<file path="src/gild_pkg.sv">
// package: register map, field layout and reset values of the gpio irq block
package gild_pkg;
  localparam int PIN_COUNT = 9;
  localparam int ADDR_W = 8;
  localparam int DATA_W = 32;
  // register byte offsets
  localparam logic [7:0] OFF_IRQ_LATCH_CLEAR = 8'h20;
  localparam logic [7:0] OFF_IRQ_DEBOUNCE_ENABLE = 8'h24;
  localparam logic [7:0] OFF_PIN_RAW_STATE = 8'h28;
  localparam logic [7:0] OFF_IRQ_MODE_SELECT = 8'h30;
  localparam logic [7:0] OFF_IRQ_SENSE_SELECT = 8'h34;
  localparam logic [7:0] OFF_IRQ_BOTH_EDGE_SELECT = 8'h38;
  localparam logic [7:0] OFF_IRQ_ENABLE = 8'h3C;
  // field position: per-pin bits start at bit 0
  localparam int FLD_PIN_LSB = 0;
  // reset values
  localparam logic [8:0] RST_DEBOUNCE_ENABLE = 9'h000;
  localparam logic [8:0] RST_MODE = 9'h000;
  localparam logic [8:0] RST_SENSE = 9'h000;
  localparam logic [8:0] RST_BOTH_EDGE = 9'h000;
  localparam logic [8:0] RST_IRQ_ENABLE = 9'h000;
  // slow (kilohertz) sampling tick: period in ns and derived cycles
  localparam int SLOW_PERIOD_NS = 1000000;
  localparam int CLK_PERIOD_NS = 8;
  localparam int SLOW_DIV_CYCLES = SLOW_PERIOD_NS / CLK_PERIOD_NS;
  // samples a change must persist for before it is passed on
  localparam int DEBOUNCE_SAMPLES = 2;
endpackage : gild_pkg

</file>
<file path="src/gild_gpio_irq.sv">
// module: gpio interrupt latch, de-bounce and raw-state register block
// ----------------------------------------------------------------------
// Summary of operation
// qualifying pin event sets a sticky latch
// writing one clears that pin's latch
// writing zero leaves latch unchanged
// latch-clear register always reads zero
// latches unreadable; only combined interrupt visible
// host enables one pin at a time
// persisting active level re-sets latch immediately
// de-bounce sits before event detection
// filtered change passes after two slow samples
// enable bit one filters, zero bypasses
// raw-state bits show pin levels
// host writes zero to reserved bits
// mode bit: zero level, one edge
// both-edge bit overrides sense in edge mode
// event beats coincident clear
// ----------------------------------------------------------------------
//
// The strobed register port was chosen for this implementation.
module gild_gpio_irq #(
  parameter int PINS = gild_pkg::PIN_COUNT,
  parameter int SLOW_DIV = gild_pkg::SLOW_DIV_CYCLES
) (
  input wire logic MCLK,
  input wire logic RST_N,
  input wire logic [PINS-1:0] GPIO_IN,
  input wire logic [gild_pkg::ADDR_W-1:0] ADDR,
  input wire logic [gild_pkg::DATA_W-1:0] WDATA,
  input wire logic WR,
  input wire logic RD,
  output logic [gild_pkg::DATA_W-1:0] RDATA,
  output logic IRQ
);
  localparam int DIV_W = $clog2(SLOW_DIV + 1);

  typedef struct packed {
    logic [PINS-1:0] dbe;
    logic [PINS-1:0] mode;
    logic [PINS-1:0] sense;
    logic [PINS-1:0] both;
    logic [PINS-1:0] ien;
    logic [PINS-1:0] latch;
    logic [PINS-1:0] prev;
    logic [PINS-1:0] raw;
    logic [DIV_W-1:0] div;
    logic tick;
    logic [gild_pkg::DATA_W-1:0] rdata;
    logic irq;
  } gild_state_t;

  gild_state_t st_r;
  gild_state_t st_nxt;
  logic rst_meta_r;
  logic rst_sync_r;
  logic [PINS-1:0] filt;
  logic [PINS-1:0] edge_hit;
  logic [PINS-1:0] level_hit;
  logic [PINS-1:0] event_hit;
  logic [PINS-1:0] clr_mask;

  // ----------------------------------------------------------------------
  // reset release
  // ----------------------------------------------------------------------
  always_ff @(posedge MCLK or negedge RST_N)
  begin
    if (!RST_N)
    begin
      rst_meta_r <= 1'b0;
      rst_sync_r <= 1'b0;
    end
    else
    begin
      rst_meta_r <= 1'b1;
      rst_sync_r <= rst_meta_r;
    end
  end

  // ----------------------------------------------------------------------
  // input filter
  // ----------------------------------------------------------------------
  gild_debounce #(
    .PINS(PINS)
  ) u_debounce (
    .clk(MCLK),
    .rst_n(rst_sync_r),
    .tick(st_r.tick),
    .pin_in(GPIO_IN),
    .enable(st_r.dbe),
    .pin_out(filt)
  );

  // ----------------------------------------------------------------------
  // event detection
  // ----------------------------------------------------------------------
  always_comb
  begin
    for (int i = 0; i < PINS; i++)
    begin
      // sense one selects rising edge or high level
      if (st_r.both[i])
        edge_hit[i] = filt[i] ^ st_r.prev[i];
      else if (st_r.sense[i])
        edge_hit[i] = filt[i] & ~st_r.prev[i];
      else
        edge_hit[i] = ~filt[i] & st_r.prev[i];
      level_hit[i] = ~(filt[i] ^ st_r.sense[i]);
      // level mode keeps firing while active, so a clear cannot stick
      event_hit[i] = st_r.ien[i] &
        (st_r.mode[i] ? edge_hit[i] : level_hit[i]);
    end
  end

  assign clr_mask = (WR && ADDR == gild_pkg::OFF_IRQ_LATCH_CLEAR) ?
    WDATA[gild_pkg::FLD_PIN_LSB +: PINS] : '0;

  // ----------------------------------------------------------------------
  // next state
  // ----------------------------------------------------------------------
  always_comb
  begin
    st_nxt = st_r;
    st_nxt.prev = filt;
    st_nxt.raw = GPIO_IN;
    // slow tick divider
    if (st_r.div == DIV_W'(SLOW_DIV - 1))
    begin
      st_nxt.div = '0;
      st_nxt.tick = 1'b1;
    end
    else
    begin
      st_nxt.div = st_r.div + DIV_W'(1);
      st_nxt.tick = 1'b0;
    end
    // set wins over a clear in the same cycle
    st_nxt.latch = (st_r.latch & ~clr_mask) | event_hit;
    st_nxt.irq = |st_nxt.latch;
    if (WR)
    begin
      case (ADDR)
        gild_pkg::OFF_IRQ_DEBOUNCE_ENABLE:
          st_nxt.dbe = WDATA[gild_pkg::FLD_PIN_LSB +: PINS];
        gild_pkg::OFF_IRQ_MODE_SELECT:
          st_nxt.mode = WDATA[gild_pkg::FLD_PIN_LSB +: PINS];
        gild_pkg::OFF_IRQ_SENSE_SELECT:
          st_nxt.sense = WDATA[gild_pkg::FLD_PIN_LSB +: PINS];
        gild_pkg::OFF_IRQ_BOTH_EDGE_SELECT:
          st_nxt.both = WDATA[gild_pkg::FLD_PIN_LSB +: PINS];
        gild_pkg::OFF_IRQ_ENABLE:
          st_nxt.ien = WDATA[gild_pkg::FLD_PIN_LSB +: PINS];
        default:
          st_nxt.ien = st_r.ien;
      endcase
    end
    // read data stands only in the cycle after the strobe
    st_nxt.rdata = '0;
    if (RD)
    begin
      case (ADDR)
        gild_pkg::OFF_IRQ_LATCH_CLEAR:
          st_nxt.rdata = '0;
        gild_pkg::OFF_IRQ_DEBOUNCE_ENABLE:
          st_nxt.rdata[gild_pkg::FLD_PIN_LSB +: PINS] = st_r.dbe;
        gild_pkg::OFF_PIN_RAW_STATE:
          st_nxt.rdata[gild_pkg::FLD_PIN_LSB +: PINS] = st_r.raw;
        gild_pkg::OFF_IRQ_MODE_SELECT:
          st_nxt.rdata[gild_pkg::FLD_PIN_LSB +: PINS] = st_r.mode;
        gild_pkg::OFF_IRQ_SENSE_SELECT:
          st_nxt.rdata[gild_pkg::FLD_PIN_LSB +: PINS] = st_r.sense;
        gild_pkg::OFF_IRQ_BOTH_EDGE_SELECT:
          st_nxt.rdata[gild_pkg::FLD_PIN_LSB +: PINS] = st_r.both;
        gild_pkg::OFF_IRQ_ENABLE:
          st_nxt.rdata[gild_pkg::FLD_PIN_LSB +: PINS] = st_r.ien;
        default:
          st_nxt.rdata = '0;
      endcase
    end
  end

  // ----------------------------------------------------------------------
  // state register
  // ----------------------------------------------------------------------
  always_ff @(posedge MCLK or negedge rst_sync_r)
  begin
    if (!rst_sync_r)
    begin
      st_r <= '0;
      st_r.dbe <= gild_pkg::RST_DEBOUNCE_ENABLE;
      st_r.mode <= gild_pkg::RST_MODE;
      st_r.sense <= gild_pkg::RST_SENSE;
      st_r.both <= gild_pkg::RST_BOTH_EDGE;
      st_r.ien <= gild_pkg::RST_IRQ_ENABLE;
    end
    else
      st_r <= st_nxt;
  end

  assign RDATA = st_r.rdata;
  assign IRQ = st_r.irq;
endmodule // gild_gpio_irq

</file>
<file path="src/gild_debounce.sv">
// module: per-pin two-sample de-bounce filter on the slow tick
module gild_debounce #(
  parameter int PINS = 9
) (
  input wire logic clk,
  input wire logic rst_n,
  input wire logic tick,
  input wire logic [PINS-1:0] pin_in,
  input wire logic [PINS-1:0] enable,
  output logic [PINS-1:0] pin_out
);
  typedef struct packed {
    logic [PINS-1:0] stable;
    logic [PINS-1:0] cand;
    logic [PINS-1:0] seen;
  } gild_db_state_t;

  gild_db_state_t st_r;
  gild_db_state_t st_nxt;

  // --------------------------------------------------------------
  // filter
  // --------------------------------------------------------------
  always_comb
  begin
    st_nxt = st_r;
    if (tick)
    begin
      for (int i = 0; i < PINS; i++)
      begin
        // a change must be sampled on two successive ticks
        if (pin_in[i] == st_r.stable[i])
          st_nxt.seen[i] = 1'b0;
        else if (st_r.seen[i] && st_r.cand[i] == pin_in[i])
        begin
          st_nxt.stable[i] = pin_in[i];
          st_nxt.seen[i] = 1'b0;
        end
        else
        begin
          st_nxt.cand[i] = pin_in[i];
          st_nxt.seen[i] = 1'b1;
        end
      end
    end
  end

  always_ff @(posedge clk or negedge rst_n)
  begin
    if (!rst_n)
      st_r <= '0;
    else
      st_r <= st_nxt;
  end

  // bypassed pins go straight through; filter tracks anyway
  assign pin_out = (enable & st_r.stable) | (~enable & pin_in);
endmodule // gild_debounce

</file>
<file path="config.mk">
export PLATFORM = sky130hd
export DESIGN_NAME = gild_gpio_irq
export DESIGN_NICKNAME = d
export VERILOG_FILES = /design/src/gild_pkg.sv /design/src/gild_gpio_irq.sv /design/src/gild_debounce.sv
export SDC_FILE = /design/constraint.sdc
export NUM_CORES = 1
export LEC_CHECK = 0
export ABC_CLOCK_PERIOD_IN_PS = 10200
export BUFFER_PORTS_ARGS = -buffer_cell sky130_fd_sc_hd__buf_2
export CORE_ASPECT_RATIO = 0.8
export CORE_MARGIN = 2
export CORE_UTILIZATION = 30
export CTS_CLUSTER_DIAMETER = 100
export CTS_CLUSTER_SIZE = 12
export DETAILED_ROUTE_END_ITERATION = 8
export HOLD_SLACK_MARGIN = 0.12
export SYNTH_ARGS = -nofsm -noshare
export SYNTH_HDL_FRONTEND = slang
export SYNTH_SLANG_ARGS = --single-unit
</file>
<file path="constraint.sdc">
create_clock -name MCLK -period 10.2 [get_ports MCLK]
set_input_delay 2.04 -clock MCLK [delete_from_list [all_inputs] [get_ports MCLK]]
set_output_delay 2.04 -clock MCLK [all_outputs]
set_load 0.01 [all_outputs]
</file>
==> run metrics, run 1 <==
Post-synth EDFFs=0; RSZ-0062 raised after global routing=no; clk_lat worst skew=around 0.42 ns; sort of element at the start of the critical path=primary input; number of vias in the routed layout=~4,700; area inside the core boundary=approximately 21,000 um^2; detail-routed net length per standard cell=between 15 and 20 um; post-synthesis average cell area=~10 um^2; number of nets in the layout=745; fraction of the mapped netlist area in simple logic gates=13.3%; post-CTS resize count=0; CTS hold repair buffers=0; number of remaining DRC errors=0; Worst Skew=about 0.0084 ns; number of cells in the finished layout apart from fillers=between 900 and 1,000; number of global-route vias before repair=~4,600; maximum fanout along the worst path=13; standard-cell rows=48; Placed Instance Area=6840 um^2; area share of the largest cell type after synthesis=about 50%; flip-flop and latch count after synthesis=approximately 130; dominant cell type by area after synthesis=dfrtp_1; Max Cap Viol=0; maximum level of the CTS H-tree=4; R2R Path End=IRQ; multi-input logic area=roughly 2900 um^2; area occupied by registers=between 3000 and 4000 um^2; height of the die=136 um; number of pins exceeding their max-slew limit in the final report=0; class of the tightest hold or removal check=flip-flop to flip-flop; critical path startpoint=ADDR[1]; transition at the pin with the smallest max-transition slack=~0.94 ns; adder-cell share of the synthesized area=under 10%; number of cell instances on the worst register-to-register path=8; Filler Cells Inserted=approximately 2,100; count of distinct cell types in the synthesized netlist=48; buffers inserted by post-CTS timing repair=0; count of mapped cells out of synthesis=between 600 and 700; fmax=about 0.23 GHz; effective utilization at floorplan=30.4%; Design Area, Final=7390 um^2; post-detail-place hpwl=roughly 9600 um; fraction of the mapped netlist area in compound gates=13.6%; final global-route overflow total=0; total routed wirelength=between 10,000 and 15,000 um; Worst Setup Path Type=primary input to flip-flop; leading cell types by count after synthesis=dfrtp_1, nand2_1, a21oi_1; wire length of the first global-routing pass=between 20,000 and 25,000 um; TritonCTS Buffers=17; I/O pin cnt=86; die footprint=between 20,000 and 25,000 um^2; largest net degree at the start of global routing=75; post-detailed-route via-to-cell ratio=4.87; root buffer cell=clkbuf_16; Primary FF master, synth=dfrtp_1; count of yosys warnings during synthesis=0; endpoint of the most critical setup path=st_r[82]; IO buf count=39; Die X=around 170 um; main combinational cell family by area after synthesis=compound AO/OA/AOI/OAI gates; critical path capture point type=flip-flop; GP Congestion=just under 0.8; Max IR drop VDD=around 0.12 mV; shortest clock period the worst path allows after layout=~4.3 ns; result of the run=completed; area of the mapped netlist=6490 um^2; Fin Setup TNS=0 ns; slack of the worst reg-to-reg path=about 7.8 ns; final clock period utilization by the worst path=42.6%; number of DRC markers in iteration 0=between 300 and 400; post-synthesis mux area share=about a tenth; setup violation total in the final timing report=0; leakage dissipation=3.35 nW; maximum number of buffers from clock root to sink=2; antenna violations before repair=1; share of post-route cells with drive strength above 1=16.4%; most numerous cell in the Yosys netlist=dfrtp_1; GRT Util Overall=around 14%; clock sink count=129; data arrival time of the critical path=about 4.6 ns; top area cells in the synthesized netlist=dfrtp_1, mux2_2, a21oi_1; dpl cells=between 900 and 1,000; drt first pass iters=4; xor and xnor fraction of the mapped netlist area=2.29%; remaining number of nets flagged by the antenna check after routing=0; synthesis-to-finish area growth=13.7%; register area share after synthesis=49.7%; origin of the critical flop-to-flop path=u_debounce.st_r[23]; async set-reset flop share out of synthesis=100%; TritonCTS clock tree=built; number of hold-slack violations in the final timing report=0; Req. time, crit path=roughly 10 ns; post-CTS clock slew at the launch and capture registers of the worst setup and hold paths=approximately 0.05 ns; number of antenna cells inserted=0; Power Dens Cells=approximately 160 nW/um^2; relative slew slack=roughly 37%
cells by family (layout without fill, tap and decap cells):
kind of cell	count (synthesis)	in the layout
AO/OA/AOI/OAI	148	148
XOR/XNOR	17	17
adder cells (fa/ha/maj)	19	19
buffers and inverters	97	122
flip-flops	129	129
multiplexers	59	59
other	2	24
AND/OR/NAND/NOR	167	167
cells in the final DEF (no fill, tap or decap), types with 5 or more instances in the layout:
cell and n:
xnor2_1 11, buf_2 39, nor2_1 25, dfrtp_1 128
or3_1 7, ha_1 19, nor2b_1 7, nand2_1 66
conb_1 24, nand4_1 5, mux2_2 34, clkbuf_16 17
xor2_1 6, a21oi_1 60, inv_1 48, nor3_1 9
o2111ai_1 8, o21ai_0 43, nand3_1 17, a22oi_1 18
o41ai_1 8, and3_1 7, clkinv_2 5, mux2i_1 25
critical path, stage by stage:
cell     delay, ns
buf_2         0.14
nor3_1        0.21
and4b_1       0.67
and3_1        0.62
nand2_1       0.52
mux2_2        0.42
metal layers:
layer	up-vias	GRT usage (%)	wire (um)
met1	2318	18.4	7030
met5	-	0	13
li1	2261	-	-
met4	2	5.70	248
met2	78	20.8	6520
met3	19	3.16	642
where the power goes:
group / switching (W) / internal, W
logic: 0.0000444 / 0.0000286
registers: 0.0000170 / 0.000531
clock network: 0.000211 / 0.000357
cell type report:
type,count,share of cell area [%]
clock buffers,25,6.71
clock inverters,6,0.745
inverters,48,2.44
multi-input cells,434,38.6
flip-flops and latches,129,43.8
well taps,275,4.66
repair buffers,43,3.05
stage by stage:
stage | total power [W] | utilization (%) | setup WS, ns | hold slack [ns]
3_5_place_dp | 0.000630 | 32.0 | 5.46 | 0.336
3_3_place_gp | 0.000628 | 32.0 | 5.46 | 0.332
4_1_cts | 0.00120 | 34.5 | 5.89 | 0.349
6_report | 0.00119 | 34.5 | 5.86 | 0.345
5_1_grt | 0.00124 | 34.5 | 5.78 | 0.356
2_1_floorplan | 0.000607 | - | 6.34 | 0.331
flip-flops by register name, indices dropped and copies added (netlist names):
name             cells
st_r                90
u_debounce.st_r     27
RDATA                9
IRQ                  1
rst_meta_r           1
rst_sync_r           1
worst min-delay path by stage:
stage	depth (start not counted)	endpoint	slack, ns	startpoint
2_1_floorplan	0	rst_sync_r	0.33	rst_meta_r
3_3_place_gp	0	rst_sync_r	0.33	rst_meta_r
3_5_place_dp	0	rst_sync_r	0.34	rst_meta_r
4_1_cts	0	rst_sync_r	0.35	rst_meta_r
5_1_grt	0	rst_sync_r	0.36	rst_meta_r
6_report	0	rst_sync_r	0.35	rst_meta_r
Note: power is estimated with default switching activity, not from simulation.
==> run 2: changes to the inputs <==
Settings changed: ABC_AREA from default to 1, ABC_CLOCK_PERIOD_IN_PS 10200 to 3930.
Clock period 10.2 ns to 3.93 ns, I/O delays scaled along.
==> run 2 against run 1 <==
Compared with the run above:
- first-iteration DRC count increased by 38%
- wire length increased by 6.2%
- sequential share of layout area decreased by 2.0 points
- synthesized cell count increased by 32%
- final cell count increased by 25%
- clock power increased to 2.8 times the previous value
- critical path depth increased by 3
- register-to-register slack got worse by 5.8 ns
- largest power group unchanged
- global-route usage increased by 0.29 points
- sequential cell count unchanged
- worst setup slack got worse by 4.0 ns
- critical path type unchanged
==> run metrics, run 2 <==
result of the run=completed; Worst Skew=~0.010 ns; leading cell types by count after synthesis=nand2_1, dfrtp_1, inv_1; Design Area, Final=approximately 7700 um^2; clock sink count=between 100 and 150; post-synthesis average cell area=a little over 8 um^2; buffers inserted by post-CTS timing repair=0; height of the die=between 100 and 150 um; number of pins exceeding their max-slew limit in the final report=0; critical path capture point type=flip-flop; area share of the largest cell type after synthesis=between 40% and 50%; setup violation total in the final timing report=0; Post-synth EDFFs=0; Die X=approximately 170 um; most common library cell in the layout ignoring fill and taps=nand2_1; maximum level of the CTS H-tree=4; most numerous cell in the Yosys netlist=nand2_1; number of flip-flops in the largest register=90; sort of element at the start of the critical path=primary input; Req. time, crit path=4.21 ns; Worst Setup Path Type=primary input to flip-flop; GP Congestion=~0.85; Max IR drop VDD=approximately 0.31 mV; shortest clock period the worst path allows after layout=approximately 2.1 ns; Max Cap Viol=0; number of DRC markers in iteration 0=about 420; number of vias in the routed layout=approximately 5,300; leakage dissipation=~3.8 nW; number of remaining DRC errors=0; RSZ-0062 raised after global routing=no; class of the tightest hold or removal check=primary input to async pin; number of nets in the layout=roughly 950; fraction of power spent switching nets=about a quarter; largest net degree at the start of global routing=80; most frequent cells in the layout=nand2_1, dfrtp_1, inv_1; register share of total power=44.1%; post-detail-place hpwl=around 11,000 um; transition at the pin with the smallest max-transition slack=~0.69 ns; utilization after layout=about a third; clk_lat worst skew=roughly 0.42 ns; area of the mapped netlist=6760 um^2; Clock power frac=around 48%; GRT Util Overall=13.8%; detail-routed net length per standard cell=around 13 um; Power Dens Cells=427 nW/um^2; Fin Setup TNS=0 ns; final clock period utilization by the worst path=between 50% and 60%; remaining number of nets flagged by the antenna check after routing=0; data arrival time of the critical path=around 2.4 ns; IO buf count=39; count of mapped cells out of synthesis=between 800 and 900; switching power total=0.000772 W; standard-cell rows=49; Placed Instance Area=7150 um^2; Primary FF master, synth=dfrtp_1; count of distinct cell types in the synthesized netlist=38; most flop-heavy register=st_r; area inside the core boundary=about 22,000 um^2; register area share after synthesis=between 40 and 50%; share of post-route cells with drive strength above 1=11.9%; maximum fanout along the worst path=18; number of hold-slack violations in the final timing report=0; drt first pass iters=5; final global-route overflow total=0; post-CTS resize count=0; flip-flop and latch count after synthesis=roughly 130; root buffer cell=clkbuf_16; I/O pin cnt=86; setup slack at placement=1.36 ns; proportion of power drawn by combinational gates=between 7 and 8%; wire length of the first global-routing pass=around 25,000 um; relative slew slack=around 54%; TritonCTS Buffers=17; cell-internal power=~0.0025 W; maximum number of buffers from clock root to sink=2; number of antenna cells inserted=0; slack of the critical path=between 1.5 and 2 ns; TritonCTS clock tree=built; antenna violations before repair=0; total routed wirelength=between 15,000 and 20,000 um; fmax=roughly 0.48 GHz; post-CTS clock slew at the launch and capture registers of the worst setup and hold paths=0.06 ns; die footprint=approximately 24,000 um^2; synthesis-to-finish area growth=14.4%; CTS hold repair buffers=0; async set-reset flop share out of synthesis=between 90% and 100%; number of global-route vias before repair=roughly 5,000; effective utilization at floorplan=30.3%; count of yosys warnings during synthesis=0; dominant cell type by area after synthesis=dfrtp_1; post-detailed-route via-to-cell ratio=between 4 and 5; top area cells in the synthesized netlist=dfrtp_1, nand2_1, inv_1
## run 2: changes by cell type after synthesis, sizes merged, moves of 9 or more
| cell | delta |
|---|---|
| nand2 | +154 |
| inv | +72 |
| nand3 | +59 |
| o21ai | +49 |
| a21oi | -41 |
| nor2 | +37 |
| mux2 | -34 |
| mux2i | -25 |
| a22oi | -18 |
| xnor2 | -10 |
| clkbuf | -9 |
## run 2: per-layer routing
layer | global-route usage, % | vias up | part of all wire (%)
met5 | 0 | - | 0
met4 | 3.72 | 0 | 1.0
met3 | 3.78 | 14 | 3.9
met2 | 20.8 | 90 | 44
met1 | 19.5 | 2519 | 51
li1 | - | 2722 | -
## run 2: area by class of cell
class,count,area (um^2)
inverter,122,459
multi-input combinational,568,2850
fill,2352,14600
clock inverter,5,103
clock buffer,26,489
tap,306,383
timing repair buffer,41,223
sequential,129,3230
## run 2: kinds of logic (layout without fill, tap and decap cells)
| logic type | count (synthesis) | count (layout) | share of synthesized area, % |
|---|---|---|---|
| fa+ha+maj | 19 | 19 | 3.52 |
| other cells | 2 | 24 | 0.111 |
| buf+inv | 165 | 194 | 11.3 |
| flops | 129 | 129 | 47.7 |
| compound gates | 117 | 117 | 9.32 |
| simple gates | 396 | 396 | 26.4 |
| xor+xnor | 12 | 12 | 1.55 |
## run 2: stage by stage
stage | cells | hold slack, ns | total power, W
global placement | 1166 | 0.336 | 0.00173
floorplan | 862 | 0.331 | 0.00167
detailed placement | 1166 | 0.338 | 0.00174
CTS | 1197 | 0.122 | 0.00334
global route | 1197 | 0.122 | 0.00345
finish | 1197 | 0.138 | 0.00331
## run 2: worst max-delay path: stages
cell,delay (ns)
buf_2,0.10
inv_2,0.06
nand3_2,0.10
nor2_4,0.40
nand2_2,0.32
inv_2,0.13
nand2_2,0.26
nand2_1,0.15
o21ai_1,0.08
## run 2: path summary, 6_finish.rpt
check	from	depth (start not counted)	endpoint	slack [ns]
max in group asynchronous	rst_sync_r	1	st_r[109]	2.71
setup / recovery	ADDR[6]	9	st_r[118]	1.83
min in group MCLK	rst_meta_r	0	rst_sync_r	0.35
hold reg to reg	rst_meta_r	0	rst_sync_r	0.35
hold / removal	RST_N	1	rst_sync_r	0.14
setup reg to reg	st_r[116]	15	IRQ	2.04
## run 2: power by group through the flow
stage                     Clock (W)  Combinational (W)  Sequential (W)
after floorplan                   0           0.000190         0.00148
after global placement            0           0.000248         0.00148
after detailed placement          0           0.000255         0.00148
after CTS                   0.00162           0.000255         0.00146
after global routing        0.00169           0.000292         0.00147
final                       0.00160           0.000252         0.00146
